$ cat src/inc/cap_pkg.sv
package cap_pkg;

    // bus shape
    localparam int          ADDR_W          = 12;
    localparam int          DATA_W          = 32;

    // register byte offsets
    localparam logic [11:0] DEV_CAP_OFS     = 12'h084;
    localparam logic [11:0] SLOT_CAP_OFS    = 12'h094;
    localparam logic [11:0] SLOT_STAT_OFS   = 12'h098;

    // device capabilities fields
    localparam int          L0S_LSB         = 6;
    localparam int          L1_LSB          = 9;
    localparam int          LAT_W           = 3;

    // slot capabilities fields
    localparam int          PLIM_LSB        = 7;
    localparam int          PLIM_W          = 8;
    localparam int          PSCL_LSB        = 15;
    localparam int          PSCL_W          = 2;
    localparam int          SNUM_LSB        = 19;
    localparam int          SNUM_W          = 13;

    // slot status fields
    localparam int          ST_INIT_BIT     = 0;
    localparam int          ST_MSG_BIT      = 1;
    localparam int          ST_WAKE_BIT     = 2;
    localparam int          ST_LPM_BIT      = 3;
    localparam int          ST_CNT_LSB      = 8;
    localparam int          CNT_W           = 8;

    // values after reset
    localparam logic [1:0]  PSCL_RST        = 2'h0;
    localparam logic [7:0]  PLIM_RST        = 8'h00;
    localparam logic [7:0]  CNT_RST         = 8'h00;

    // power scale codes
    typedef enum logic [1:0] {
        SCALE_1     = 2'h0,
        SCALE_0P1   = 2'h1,
        SCALE_0P01  = 2'h2,
        SCALE_0P001 = 2'h3
    } pwr_scale_t;

    // L0s acceptable latency codes
    typedef enum logic [2:0] {
        L0S_64NS  = 3'h0,
        L0S_128NS = 3'h1,
        L0S_256NS = 3'h2,
        L0S_512NS = 3'h3,
        L0S_1US   = 3'h4,
        L0S_2US   = 3'h5,
        L0S_4US   = 3'h6,
        L0S_NONE  = 3'h7
    } l0s_lat_t;

    // L1 acceptable latency codes
    typedef enum logic [2:0] {
        L1_1US   = 3'h0,
        L1_2US   = 3'h1,
        L1_4US   = 3'h2,
        L1_8US   = 3'h3,
        L1_16US  = 3'h4,
        L1_32US  = 3'h5,
        L1_64NS  = 3'h6,
        L1_NONE  = 3'h7
    } l1_lat_t;

    // init sequencer
    typedef enum logic [1:0] {
        ST_INIT = 2'h1,
        ST_RUN  = 2'h2
    } init_st_t;

endpackage

$ cat src/design/slot_and_pm_capability_fields.sv
// Our own choice: register access over APB.
`timescale 1ns/1ns
`default_nettype none
module slot_and_pm_capability_fields #(
    parameter bit                  ROOT_PORT = 1'b1,
    parameter bit                  SLOT_EN   = 1'b1,
    parameter cap_pkg::pwr_scale_t PWR_SCALE = cap_pkg::SCALE_1,
    parameter logic [7:0]          PWR_LIMIT = 8'h19,
    parameter logic [12:0]         SLOT_NUM  = 13'h0001,
    parameter cap_pkg::l0s_lat_t   L0S_LAT   = cap_pkg::L0S_64NS,
    parameter cap_pkg::l1_lat_t    L1_LAT    = cap_pkg::L1_1US
) (
    // clock and reset
    input  wire logic                       clk,
    input  wire logic                       rstn,
    // apb slave
    input  wire logic                       psel,
    input  wire logic                       penable,
    input  wire logic                       pwrite,
    input  wire logic [cap_pkg::ADDR_W-1:0] paddr,
    input  wire logic [cap_pkg::DATA_W-1:0] pwdata,
    input  wire logic [3:0]                 pstrb,
    output logic                            pready,
    output logic      [cap_pkg::DATA_W-1:0] prdata,
    output logic                            pslverr,
    // set slot power limit message
    output logic                            msg_valid,
    input  wire logic                       msg_ready,
    output logic      [7:0]                 msg_limit,
    output logic      [1:0]                 msg_scale
);
    import cap_pkg::*;

    // slot register present
    localparam bit SLOT_ON = ROOT_PORT && SLOT_EN;

    init_st_t         st_q;
    logic [7:0]       plim_q;
    logic [1:0]       pscl_q;
    logic             pend_q;
    logic [7:0]       msg_limit_q;
    logic [1:0]       msg_scale_q;
    logic [CNT_W-1:0] cnt_q;
    logic [31:0]      prdata_q;
    logic             pslverr_q;
    logic             setup;
    logic             wr_acc;
    logic             hit_slot;
    logic             msg_take;

    // address decode
    function automatic logic is_mapped(input logic [ADDR_W-1:0] a, input bit slot);
        is_mapped = (a == DEV_CAP_OFS) || (slot && (a == SLOT_CAP_OFS)) ||
                    (slot && (a == SLOT_STAT_OFS));
    endfunction

    assign setup    = psel && !penable;
    assign wr_acc   = psel && penable && pwrite;
    assign hit_slot = SLOT_ON && (paddr == SLOT_CAP_OFS);
    assign msg_take = pend_q && msg_ready;
    assign pready   = 1'b1;

    // init sequencer
    always_ff @(posedge clk) begin
        if (!rstn) begin
            st_q <= ST_INIT;
        end else begin
            case (st_q)
                ST_INIT: st_q <= ST_RUN;
                ST_RUN:  st_q <= ST_RUN;
                default: st_q <= ST_INIT;
            endcase
        end
    end

    always_ff @(posedge clk) begin
        if (!rstn) begin
            pscl_q <= PSCL_RST;
            plim_q <= PLIM_RST;
        end else if (st_q == ST_INIT && SLOT_ON) begin
            pscl_q <= PWR_SCALE;
            plim_q <= PWR_LIMIT;
        end
    end

    always_ff @(posedge clk) begin
        if (!rstn) begin
            pend_q <= 1'b0;
        end else if (wr_acc && hit_slot && st_q == ST_RUN) begin
            pend_q <= 1'b1;
        end else if (msg_take) begin
            pend_q <= 1'b0;
        end
    end

    always_ff @(posedge clk) begin
        if (!rstn) begin
            msg_limit_q <= PLIM_RST;
            msg_scale_q <= PSCL_RST;
        end else if (wr_acc && hit_slot && st_q == ST_RUN) begin
            msg_limit_q <= plim_q;
            msg_scale_q <= pscl_q;
        end
    end

    always_ff @(posedge clk) begin
        if (!rstn) begin
            cnt_q <= CNT_RST;
        end else if (msg_take) begin
            cnt_q <= cnt_q + 8'h01;
        end
    end

    // read data captured in setup
    always_ff @(posedge clk) begin
        if (!rstn) begin
            prdata_q  <= 32'h0000_0000;
            pslverr_q <= 1'b0;
        end else if (setup) begin
            prdata_q  <= 32'h0000_0000;
            pslverr_q <= !is_mapped(paddr, SLOT_ON);
            case (paddr)
                DEV_CAP_OFS: begin
                    if (!ROOT_PORT) begin
                        prdata_q[L0S_LSB +: LAT_W] <= L0S_LAT;
                        prdata_q[L1_LSB +: LAT_W]  <= L1_LAT;
                    end
                end
                SLOT_CAP_OFS: begin
                    if (SLOT_ON) begin
                        prdata_q[PLIM_LSB +: PLIM_W] <= plim_q;
                        prdata_q[PSCL_LSB +: PSCL_W] <= pscl_q;
                        prdata_q[SNUM_LSB +: SNUM_W] <= (st_q == ST_RUN) ? SLOT_NUM : 13'h0000;
                    end
                end
                SLOT_STAT_OFS: begin
                    if (SLOT_ON) begin
                        prdata_q[ST_INIT_BIT]            <= (st_q == ST_RUN);
                        prdata_q[ST_MSG_BIT]             <= pend_q;
                        prdata_q[ST_WAKE_BIT]            <= 1'b0;
                        prdata_q[ST_LPM_BIT]             <= 1'b0;
                        prdata_q[ST_CNT_LSB +: CNT_W]    <= cnt_q;
                    end
                end
                default: prdata_q <= 32'h0000_0000;
            endcase
        end
    end

    assign prdata    = prdata_q;
    assign pslverr   = pslverr_q;
    assign msg_valid = pend_q;
    assign msg_limit = msg_limit_q;
    assign msg_scale = msg_scale_q;

endmodule
`default_nettype wire

$ cat config.mk
export PLATFORM = sky130hd
export DESIGN_NAME = slot_and_pm_capability_fields
export DESIGN_NICKNAME = d
export VERILOG_FILES = /design/src/inc/cap_pkg.sv /design/src/design/slot_and_pm_capability_fields.sv
export SDC_FILE = /design/constraint.sdc
export NUM_CORES = 1
export LEC_CHECK = 0
export ABC_AREA = 0
export BUFFER_PORTS_ARGS = -buffer_cell sky130_fd_sc_hd__buf_2
export CORE_AREA = 5 5 66 62
export CTS_BUF_LIST = sky130_fd_sc_hd__clkbuf_4 sky130_fd_sc_hd__clkbuf_8
export DETAILED_ROUTE_END_ITERATION = 8
export DIE_AREA = 0 0 71 67
export MAX_ROUTING_LAYER = met4
export PLACE_DENSITY_LB_ADDON = 0.15
export SLEW_MARGIN = 20
export SYNTH_ARGS = -nofsm -noshare
export SYNTH_HDL_FRONTEND = slang
export SYNTH_SLANG_ARGS = --single-unit
$ cat constraint.sdc
create_clock -name clk -period 1.9 [get_ports clk]
set_input_delay 0.095 -clock clk [delete_from_list [all_inputs] [get_ports clk]]
set_output_delay 0.095 -clock clk [all_outputs]
set_load 0.01 [all_outputs]
## After elaboration in Yosys (flattened, before gate mapping)

Cells that the tools add are included.

| storage, ports and cells | value |
|---|---|
| bits of input ports | 54 |
| output and inout bits | 45 |
| word-level logic and storage cells | 33 |
| register bits | 40 |

| cells by class | value |
|---|---|
| $add $sub $neg | 1 |
| reductions and logical operators | 12 |
| multiplexer cells | 8 |
| eq/ne operators | 5 |

Operators by type and width:

| cell | number |
|---|---|
| $eq A12 B8 Y1 const B | 3 |
| $pmux W8 S2 | 1 |
| $add A8 B1 Y8 const B | 1 |
| $logic_and A1 B1 Y1 | 6 |
| $mux W1 | 5 |
| $mux W2 | 2 |
| $eq A2 B1 Y1 const B | 1 |
| $eq A2 B2 Y1 const B | 1 |
| $logic_not A1 Y1 | 2 |
| $logic_or A1 B1 Y1 | 2 |
| $reduce_bool A2 Y1 | 1 |
| $reduce_or A2 Y1 | 1 |

## Longest topological paths before layout

Gate-level depths: netlist of the first run.

| depth | value |
|---|---|
| depth in word-level cells | 5 |
| gate-level depth with buffers | 6 |
| depth with buffers taken out | 6 |

## Worst setup path after synthesis of the first run

No wires, ideal clock.

| timing path | value |
|---|---|
| path type | input to register |
| from | input port paddr[6] (netlist name) |
| to | register prdata_q[10] (netlist: prdata[10]) |
| required time | 1826 ps |
| slack | 539 ps |
| path buffers | 1 |
| cell stages on the path | 5 |
| arrival time | 1286 ps |
| library setup time | 74 ps |
| path through | or4b_4 -> nor4b_2 -> buf_4 -> nand2_2 -> a31oi_2 |

| between the ends | value |
|---|---|
| word-level cells in the longest chain between the ends | 2 |
| elaborated cells on any way between the ends | 3 |
| classes of those cells | 2 x eq/ne; 1 x mux |

Ends and longest elaborated chain:

| element | line | source |
|---|---|---|
| start: declaration | slot_and_pm_capability_fields.sv:20 | `input wire logic [cap_pkg::ADDR_W-1:0] paddr,` |
| $eq A12 B8 Y1 | slot_and_pm_capability_fields.sv:122 | `case (paddr)` |
| $pmux W8 S2 (*) | slot_and_pm_capability_fields.sv:122 |  |
| end signal: indexed assignment | slot_and_pm_capability_fields.sv:131 | `prdata_q[PLIM_LSB +: PLIM_W] <= plim_q;` |
| end signal: indexed assignment | slot_and_pm_capability_fields.sv:132 | `prdata_q[PSCL_LSB +: PSCL_W] <= pscl_q;` |
| end signal: indexed assignment | slot_and_pm_capability_fields.sv:133 | `prdata_q[SNUM_LSB +: SNUM_W] <= (st_q == ST_RUN) ? SLOT_NUM : 13'h0000;` |
| end: declaration | slot_and_pm_capability_fields.sv:44 | `logic [31:0] prdata_q;` |

Every way passes the cells marked *; elsewhere a longest branch is shown, timed or not.
A chain may end at the register's enable or synchronous reset.

## Worst setup path after layout of the first run

| timing path | value |
|---|---|
| from | register st_q[0] |
| to | register msg_limit[0] (netlist name) |

| between the ends | value |
|---|---|
| word-level cells in the longest chain between the ends | 2 |

Ends and longest elaborated chain:

| element | line | source |
|---|---|---|
| start: declaration | slot_and_pm_capability_fields.sv:37 | `init_st_t st_q;` |
| start signal: assignment | slot_and_pm_capability_fields.sv:66 | `st_q <= ST_INIT;` |
| start signal: assignment | slot_and_pm_capability_fields.sv:69 | `ST_INIT: st_q <= ST_RUN;` |
| start signal: assignment | slot_and_pm_capability_fields.sv:70 | `ST_RUN: st_q <= ST_RUN;` |
| $eq A2 B2 Y1 | slot_and_pm_capability_fields.sv:100 | `end else if (wr_acc && hit_slot && st_q == ST_RUN) begin` |
| $logic_and A1 B1 Y1 | slot_and_pm_capability_fields.sv:100 |  |

No other way between the ends.

==> summary.md, run 1 <==
Counting distinct cell types in the post-synthesis netlist gives 32. Setup repair after global routing left no endpoint under its margin. TritonCTS built the clock tree. From left edge to right edge, the die measures 71 um. The maximum achievable frequency is 769 MHz. The startpoint of the lowest-slack register-to-register path was st_q[0]. The setup check on the worst reg-to-reg path leaves a slack of 0.60 ns. Counting both buffers and inverters, the worst setup path holds a total of 2. The clock passes through at most 2 buffers. Max-cap violations in this run came to 0. The path with the worst hold slack has its endpoint at st_q[0]. The worst hold path begins at rstn.

The slowest stage of the critical path belongs to the cell sky130_fd_sc_hd__dfxtp_1. The utilization after layout is 0.440. The detailed placement HPWL was 2000 um. In the layout the commonest cells are 34 x sky130_fd_sc_hd__buf_2, 28 x sky130_fd_sc_hd__conb_1, 26 x sky130_fd_sc_hd__dfxtp_1.

The total area inside the core boundary comes to 3300 um2. The worst setup path is launched from a flop. The sequential-to-total area share from yosys stat came out at 0.399. The kind of critical path was flop to flop.

The data arrival time at the worst-slack endpoint is 1.46 ns, and the number of design-rule violations left by the first detailed-router iteration is 26. Across all setup checks in the final design, the least slack found is 0.599 ns. For the number of DRC violations after detailed routing, the log shows 0. Row generation in the floorplan step produced 20 rows.

Synthesis inferred 26 register bits. The worst setup path is captured at a flop. Number of primary I/O pins: 99. For this block, the via count after detailed routing is 997. The congestion estimate from routability-driven global placement came to 0.757. The biggest cell delay along the critical path is 0.32 ns, and the number of levels the H-tree was split into is 1. Setup total negative slack on the finished layout was measured at 0 ns.

The final layout contains routed wiring with a total length of 2570 um. The ratio of total power to cell area works out to 731 nW/um2. The detail-routed via count per cell came out at 4.43.

Number of fill cells in the layout: 357. The headroom to the max-slew limit came out at 0.531. The predominant post-synthesis flop cell was sky130_fd_sc_hd__dfxtp_1.

The total count of max-transition violations in the final report came out at 0. The tools report the hold buffer count at cts as 0. The number of global-route vias before repair is 884, and the number of buffers inserted by port buffering is 34. The post-synthesis area per instance is 8.75 um2.

The leading cell type in the layout, fill and taps excluded was sky130_fd_sc_hd__buf_2. For the number of antenna violations at the first check in global routing, the log shows 0. The critical path's top delay family is simple AND/OR/NAND/NOR gates.

The multi-input combinational cells in the finished layout cover a total of 618 um2. Fraction of registers with async set/reset: 0. Counting flops with a built-in enable in the synthesized netlist gives 0. The maximum fanout count along the critical path was 2; the clock skew after layout was 0.00464 ns. The analysis attributes to cell leakage a power of 0.671 nW. The minimum clock period came out at 1.30 ns. After clock tree synthesis, the repair step resized 0 gates. The most used cell along the critical path is sky130_fd_sc_hd__inv_1.

The run gives 0.109 as the global router's overall resource usage. The total overflow reported by the global router is 0, and the worst reg2reg path depth is 6. After clock tree synthesis, the clock-pin slew on the worst setup and hold paths is 0.08 ns. The Yosys step of the flow raised 0 warnings. The tools report the data required time at the worst endpoint as 2.06 ns. Count of final hold-check violations: 0. The min-delay analysis places its worst path in the category input port to flop. The total clock sinks came out at 26. The logs give 413 uV for the worst voltage drop across the vdd grid and 3 for the TritonCTS buffer count. At the placement stage, the worst setup path has a slack of 0.371 ns. Entering global routing, the biggest net connects 24 pins.

The die area was 4760 um2; the layout-stage area growth over the synthesis result was 11.4%. The final cycle utilization of the critical path was 0.685; the iteration count of the initial detailed-routing pass was 4. Traced cell by cell, the critical path runs through inv_1 -> ha_1 -> inv_1 -> and4bb_2 -> nand4_1 -> mux2i_1.

The fraction of layout instances using a drive strength above 1 was 0.249. The number of antenna diodes in the final layout is 0. The detailed-route wire length per cell came out at 11.4 um. The clock reaches the later pin of the worst-skew pair after 0.27 ns. The destination of the worst register-to-register timing path is msg_limit[0].

The actual slew at the worst max-slew pin was 0.702 ns; the final setup violation count was 0. For the starting density of the core, the log shows 0.395. Synthesis produced a netlist whose cell count is 149. The first global-routing pass estimated 3930 um of wire. Registers take 520 um2. The final antenna-violating net count came out at 0. The flow ran to the end, and the final reports show no timing, DRC or antenna violations. Measured along the y axis, the die boundary spans 67 um. In the final design database the tool counted 239 nets. The number of setup buffers added after CTS is 0. The number of cells traversed by the worst hold path came out at 2. The tools report the clock root buffer as sky130_fd_sc_hd__clkbuf_8.

The run gives 1300 um2 as the area of the mapped netlist.
cells in the mapped netlist, drive strengths merged, types with 4 or more instances:
library cell  count  area, um2
nor2             17       63.8
a21oi             5       25.0
buf              32        236
dfxtp            26        521
nand2            13       51.3
nand3             4       20.0
inv               5       18.8
a22oi             8       60.1
layer usage:
metal  track usage  share of wire
met5             -              0
met4        0.0493          0.016
met3        0.0377          0.074
met2         0.190           0.51
met1         0.112           0.40
final cells by class:
type / count / share of cell area
clock buffer: 4 / 0.0379
tap: 44 / 0.0379
timing repair buffer: 36 / 0.127
multi-input combinational: 110 / 0.425
sequential: 26 / 0.358
inverter: 5 / 0.0129
kinds of logic (layout without fill, tap and decap cells):
| group | Yosys count | in the layout | share of synthesized area |
|---|---|---|---|
| multiplexers | 1 | 1 | 0.00768 |
| buffers and inverters | 39 | 45 | 0.202 |
| XOR/XNOR | 6 | 6 | 0.0403 |
| adder cells (fa/ha/maj) | 3 | 3 | 0.0288 |
| flip-flops | 26 | 26 | 0.399 |
| AO/OA/AOI/OAI | 17 | 17 | 0.0902 |
| AND/OR/NAND/NOR | 55 | 55 | 0.226 |
| other | 2 | 28 | 0.00576 |
state kept, by name, indices dropped and copies added, names as in the netlist:
signal / cells
prdata: 12
cnt_q: 8
msg_valid: 1
plim_q: 1
pslverr: 1
msg_limit: 1
st_q: 2
through the flow:
step | instance area [um2] | hold slack [ns] | cells | power, W
after global routing | 1450 | 0.0716 | 225 | 0.00113
final | 1450 | 0.0582 | 225 | 0.00106
after floorplan | 1400 | 0.189 | 175 | 0.000728
after detailed placement | 1400 | 0.341 | 221 | 0.000729
after CTS | 1450 | 0.0554 | 225 | 0.00108
after global placement | 1400 | 0.338 | 221 | 0.000721
worst max path at each step:
stage | cells past startpoint | slack (ns) | end | from
final | 6 | 0.60 | msg_limit[0] | st_q[0]
after detailed placement | 5 | 0.37 | msg_limit[0] | paddr[6]
after global routing | 6 | 0.49 | msg_valid | st_q[0]
after global placement | 6 | 0.39 | prdata[10] | paddr[6]
after CTS | 6 | 0.57 | msg_limit[0] | st_q[0]
after floorplan | 5 | 0.54 | prdata[10] | paddr[6]
report_power, final:
part           leakage, nW  internal (W)  switching, W
clock               0.0288      0.000185      0.000160
sequential           0.211      0.000573     0.0000173
combinational        0.431     0.0000474     0.0000790
(Power assumes the default switching activity.)
==> inputs of run 2 (changes only) <==
--- a/config.mk
+++ b/config.mk
@@ -7,10 +7,10 @@
 export LEC_CHECK = 0
 export ABC_AREA = 0
 export BUFFER_PORTS_ARGS = -buffer_cell sky130_fd_sc_hd__buf_2
-export CORE_AREA = 5 5 66 62
+export CORE_AREA = 5 5 69 65
 export CTS_BUF_LIST = sky130_fd_sc_hd__clkbuf_4 sky130_fd_sc_hd__clkbuf_8
 export DETAILED_ROUTE_END_ITERATION = 8
-export DIE_AREA = 0 0 71 67
+export DIE_AREA = 0 0 74 70
 export MAX_ROUTING_LAYER = met4
 export PLACE_DENSITY_LB_ADDON = 0.15
 export SLEW_MARGIN = 20
==> constraint.sdc (replaced) <==
create_clock -name clk -period 1.1 [get_ports clk]
set_input_delay 0.055 -clock clk [delete_from_list [all_inputs] [get_ports clk]]
set_output_delay 0.055 -clock clk [all_outputs]
set_load 0.01 [all_outputs]
==> summary.md, run 2 (same netlist as run 1, synthesis figures left out) <==
The die area came out at 5180 um2. In this run the worst setup path terminates at msg_limit[0]. Leaving out fill and tap cells, the most frequent cells in the layout are 33 x sky130_fd_sc_hd__buf_2, 28 x sky130_fd_sc_hd__conb_1, 20 x sky130_fd_sc_hd__dfxtp_1. The most critical setup path has its startpoint at st_q[0]. The tightest min-delay check is of the input port to flop type. Minimum clock period: 1.20 ns.

Leading cell type in the layout, fill and taps excluded: sky130_fd_sc_hd__buf_2. Most used cell along the critical path: sky130_fd_sc_hd__inv_2. The total of max-cap violations is 0.

CTS placed an instance of sky130_fd_sc_hd__clkbuf_8 at the clock tree root. The final cycle utilization of the critical path is 1.09. The maximum fanout count along the critical path was 2; the wire length after detailed routing was 2660 um.

The fraction of layout instances using a drive strength above 1 is 0.380. Detailed placement ended at an HPWL of 2080 um. The antenna diode count is 0, and the static leakage is 0.758 nW.

The congestion estimate from routability-driven global placement came to 0.773. Entering global routing, the biggest net connects 16 pins. The run finished, with violations left. Power spread over the standard cell area amounts to 1290 nW/um2. The area of the multi-input gates is 669 um2, and the insertion delay of the later-clocked pin in the worst-skew pair is 0.27 ns.

The final antenna-violating net count was 0. For the total count of max-transition violations in the final report, the log shows 0. The clock passes through at most 2 buffers. The worst setup path is captured at a flop.

Buffers inserted during clock tree synthesis total 3. The tools report the destination of the worst register-to-register timing path as msg_limit[0]. For the final database, setup skew stands at 0.00749 ns. For the number of global-route vias before repair, the log shows 952.

In the final layout, flip-flops and latches occupy 528 um2. From synthesis to final layout, the design area changed by 25.4%. The startpoint type of the worst setup path was a flop. The data required time at the worst endpoint is 1.26 ns. The logs give 0 for the total overflow reported by the global router and 21 for the row count. Data arrival time at the worst-slack endpoint: 1.36 ns.

The checks that failed: negative setup slack. The flop-to-flop setup slack is -0.1 ns. TritonCTS built the clock tree. The maximum achievable frequency is 835 MHz, and the height of the die is 70 um. Setup repair after global routing could not meet its margin everywhere. Biggest cell delay along the critical path: 0.33 ns. The first TritonRoute pass finished after 4 iterations.

In the final design database the tool counted 250 nets. Die width: 74 um. Across all layers, the routed design uses 1047 vias. Measured in cells, the most critical reg-to-reg path has a length of 6. For this design, the slowest cell found on the critical path is sky130_fd_sc_hd__dfxtp_2.

CTS saw 26 sinks. The final setup violation count is 4, and the detail-routed via count per cell is 4.40. In this run the count of I/O pins placed on the die edge is 99. Across all hold checks on the routed design, the worst slack comes to 0.0124 ns. In the routed design, unresolved DRC markers number 0. After filler insertion, the fill cell instance count of the layout stands at 383. Traced cell by cell, the critical path runs through inv_2 -> ha_4 -> inv_2 -> and4bb_2 -> nand4_1 -> mux2i_1. After detailed routing, the average wire length per cell comes to 11.2 um.

The worst voltage drop across the vdd grid is 686 uV, and the hold buffer count at cts is 0. For the global router's overall resource usage, the log shows 0.103. After floorplanning, the core was sized to cover 3650 um2. The tools report the number of antenna violations at the first check in global routing as 0.

The tools report the worst setup margin as -0.0975 ns. The first global-routing pass estimated 4220 um of wire. The number of levels the H-tree was split into is 1. The startpoint of the lowest-slack register-to-register path was st_q[0]. The count of final hold-check violations came out at 0. Port buffering added 34 buffers.

OpenSTA, run right after detailed placement, puts the worst setup slack at -0.351 ns. The worst setup path is of the flop to flop kind. The starting density of the core is 0.357, and the number of design-rule violations left by the first detailed-router iteration is 36. The register with the most flip-flops in the layout has 12 of them.

After clock tree synthesis, the clock-pin slew on the worst setup and hold paths is 0.08 ns.
## run 2: final cells by class
| type | count | share of cell area |
|---|---|---|
| flip-flops and latches | 26 | 0.323 |
| inverters | 5 | 0.0115 |
| repair buffers | 47 | 0.178 |
| clock inverters | 1 | 0.0184 |
| clock buffers | 3 | 0.0252 |
| well taps | 46 | 0.0352 |
| multi-input cells | 110 | 0.409 |
## run 2: what timing repair did
action,4_1_cts,5_1_grt
gates cloned,0,0
pin swaps,4,5
buffers inserted,2,0
setup endpoints to repair,13,18
resized for setup,10,8
## run 2: worst min path at each step
stage / startpoint / to / slack (ns) / cells past startpoint
floorplan: rstn / st_q[0] / 0.15 / 1
global placement: rstn / st_q[0] / 0.30 / 2
detailed placement: rstn / st_q[0] / 0.30 / 2
CTS: rstn / st_q[0] / 0.01 / 2
global route: rstn / st_q[0] / 0.02 / 2
finish: rstn / st_q[0] / 0.01 / 2
## run 2: per-layer routing
| metal | GRT usage | vias to the layer above | share of wire |
|---|---|---|---|
| met1 | 0.125 | 482 | 0.41 |
| met4 | 0.0181 | 0 | 0.0038 |
| li1 | - | 526 | - |
| met2 | 0.171 | 37 | 0.50 |
| met3 | 0.0301 | 2 | 0.082 |
| met5 | - | - | 0 |
## run 2: critical path: cells and delay by family (launching register included)
kind,cells,cell delay [ns]
simple gates,2,0.40
flops,1,0.33
mux,1,0.14
fa+ha+maj,1,0.13
buf+inv,2,0.08
## run 2: through the flow
step,std cells,instance area [um2],util,TNS (ns),total power [W]
after floorplan,175,1420,-,-1.79,0.00126
after global placement,232,1490,0.409,-4.14,0.00127
after detailed placement,232,1490,0.409,-4.40,0.00128
after CTS,238,1610,0.441,-0.258,0.00213
after global routing,238,1640,0.448,-0.724,0.00223
final,238,1640,0.448,-0.254,0.00211
## run 2: report_power, final
part	internal [W]	switching [W]	leakage (nW)
Combinational	0.000136	0.000157	0.509
Sequential	0.000997	0.0000437	0.213
Clock	0.000487	0.000292	0.0357
Total	0.00162	0.000493	0.758
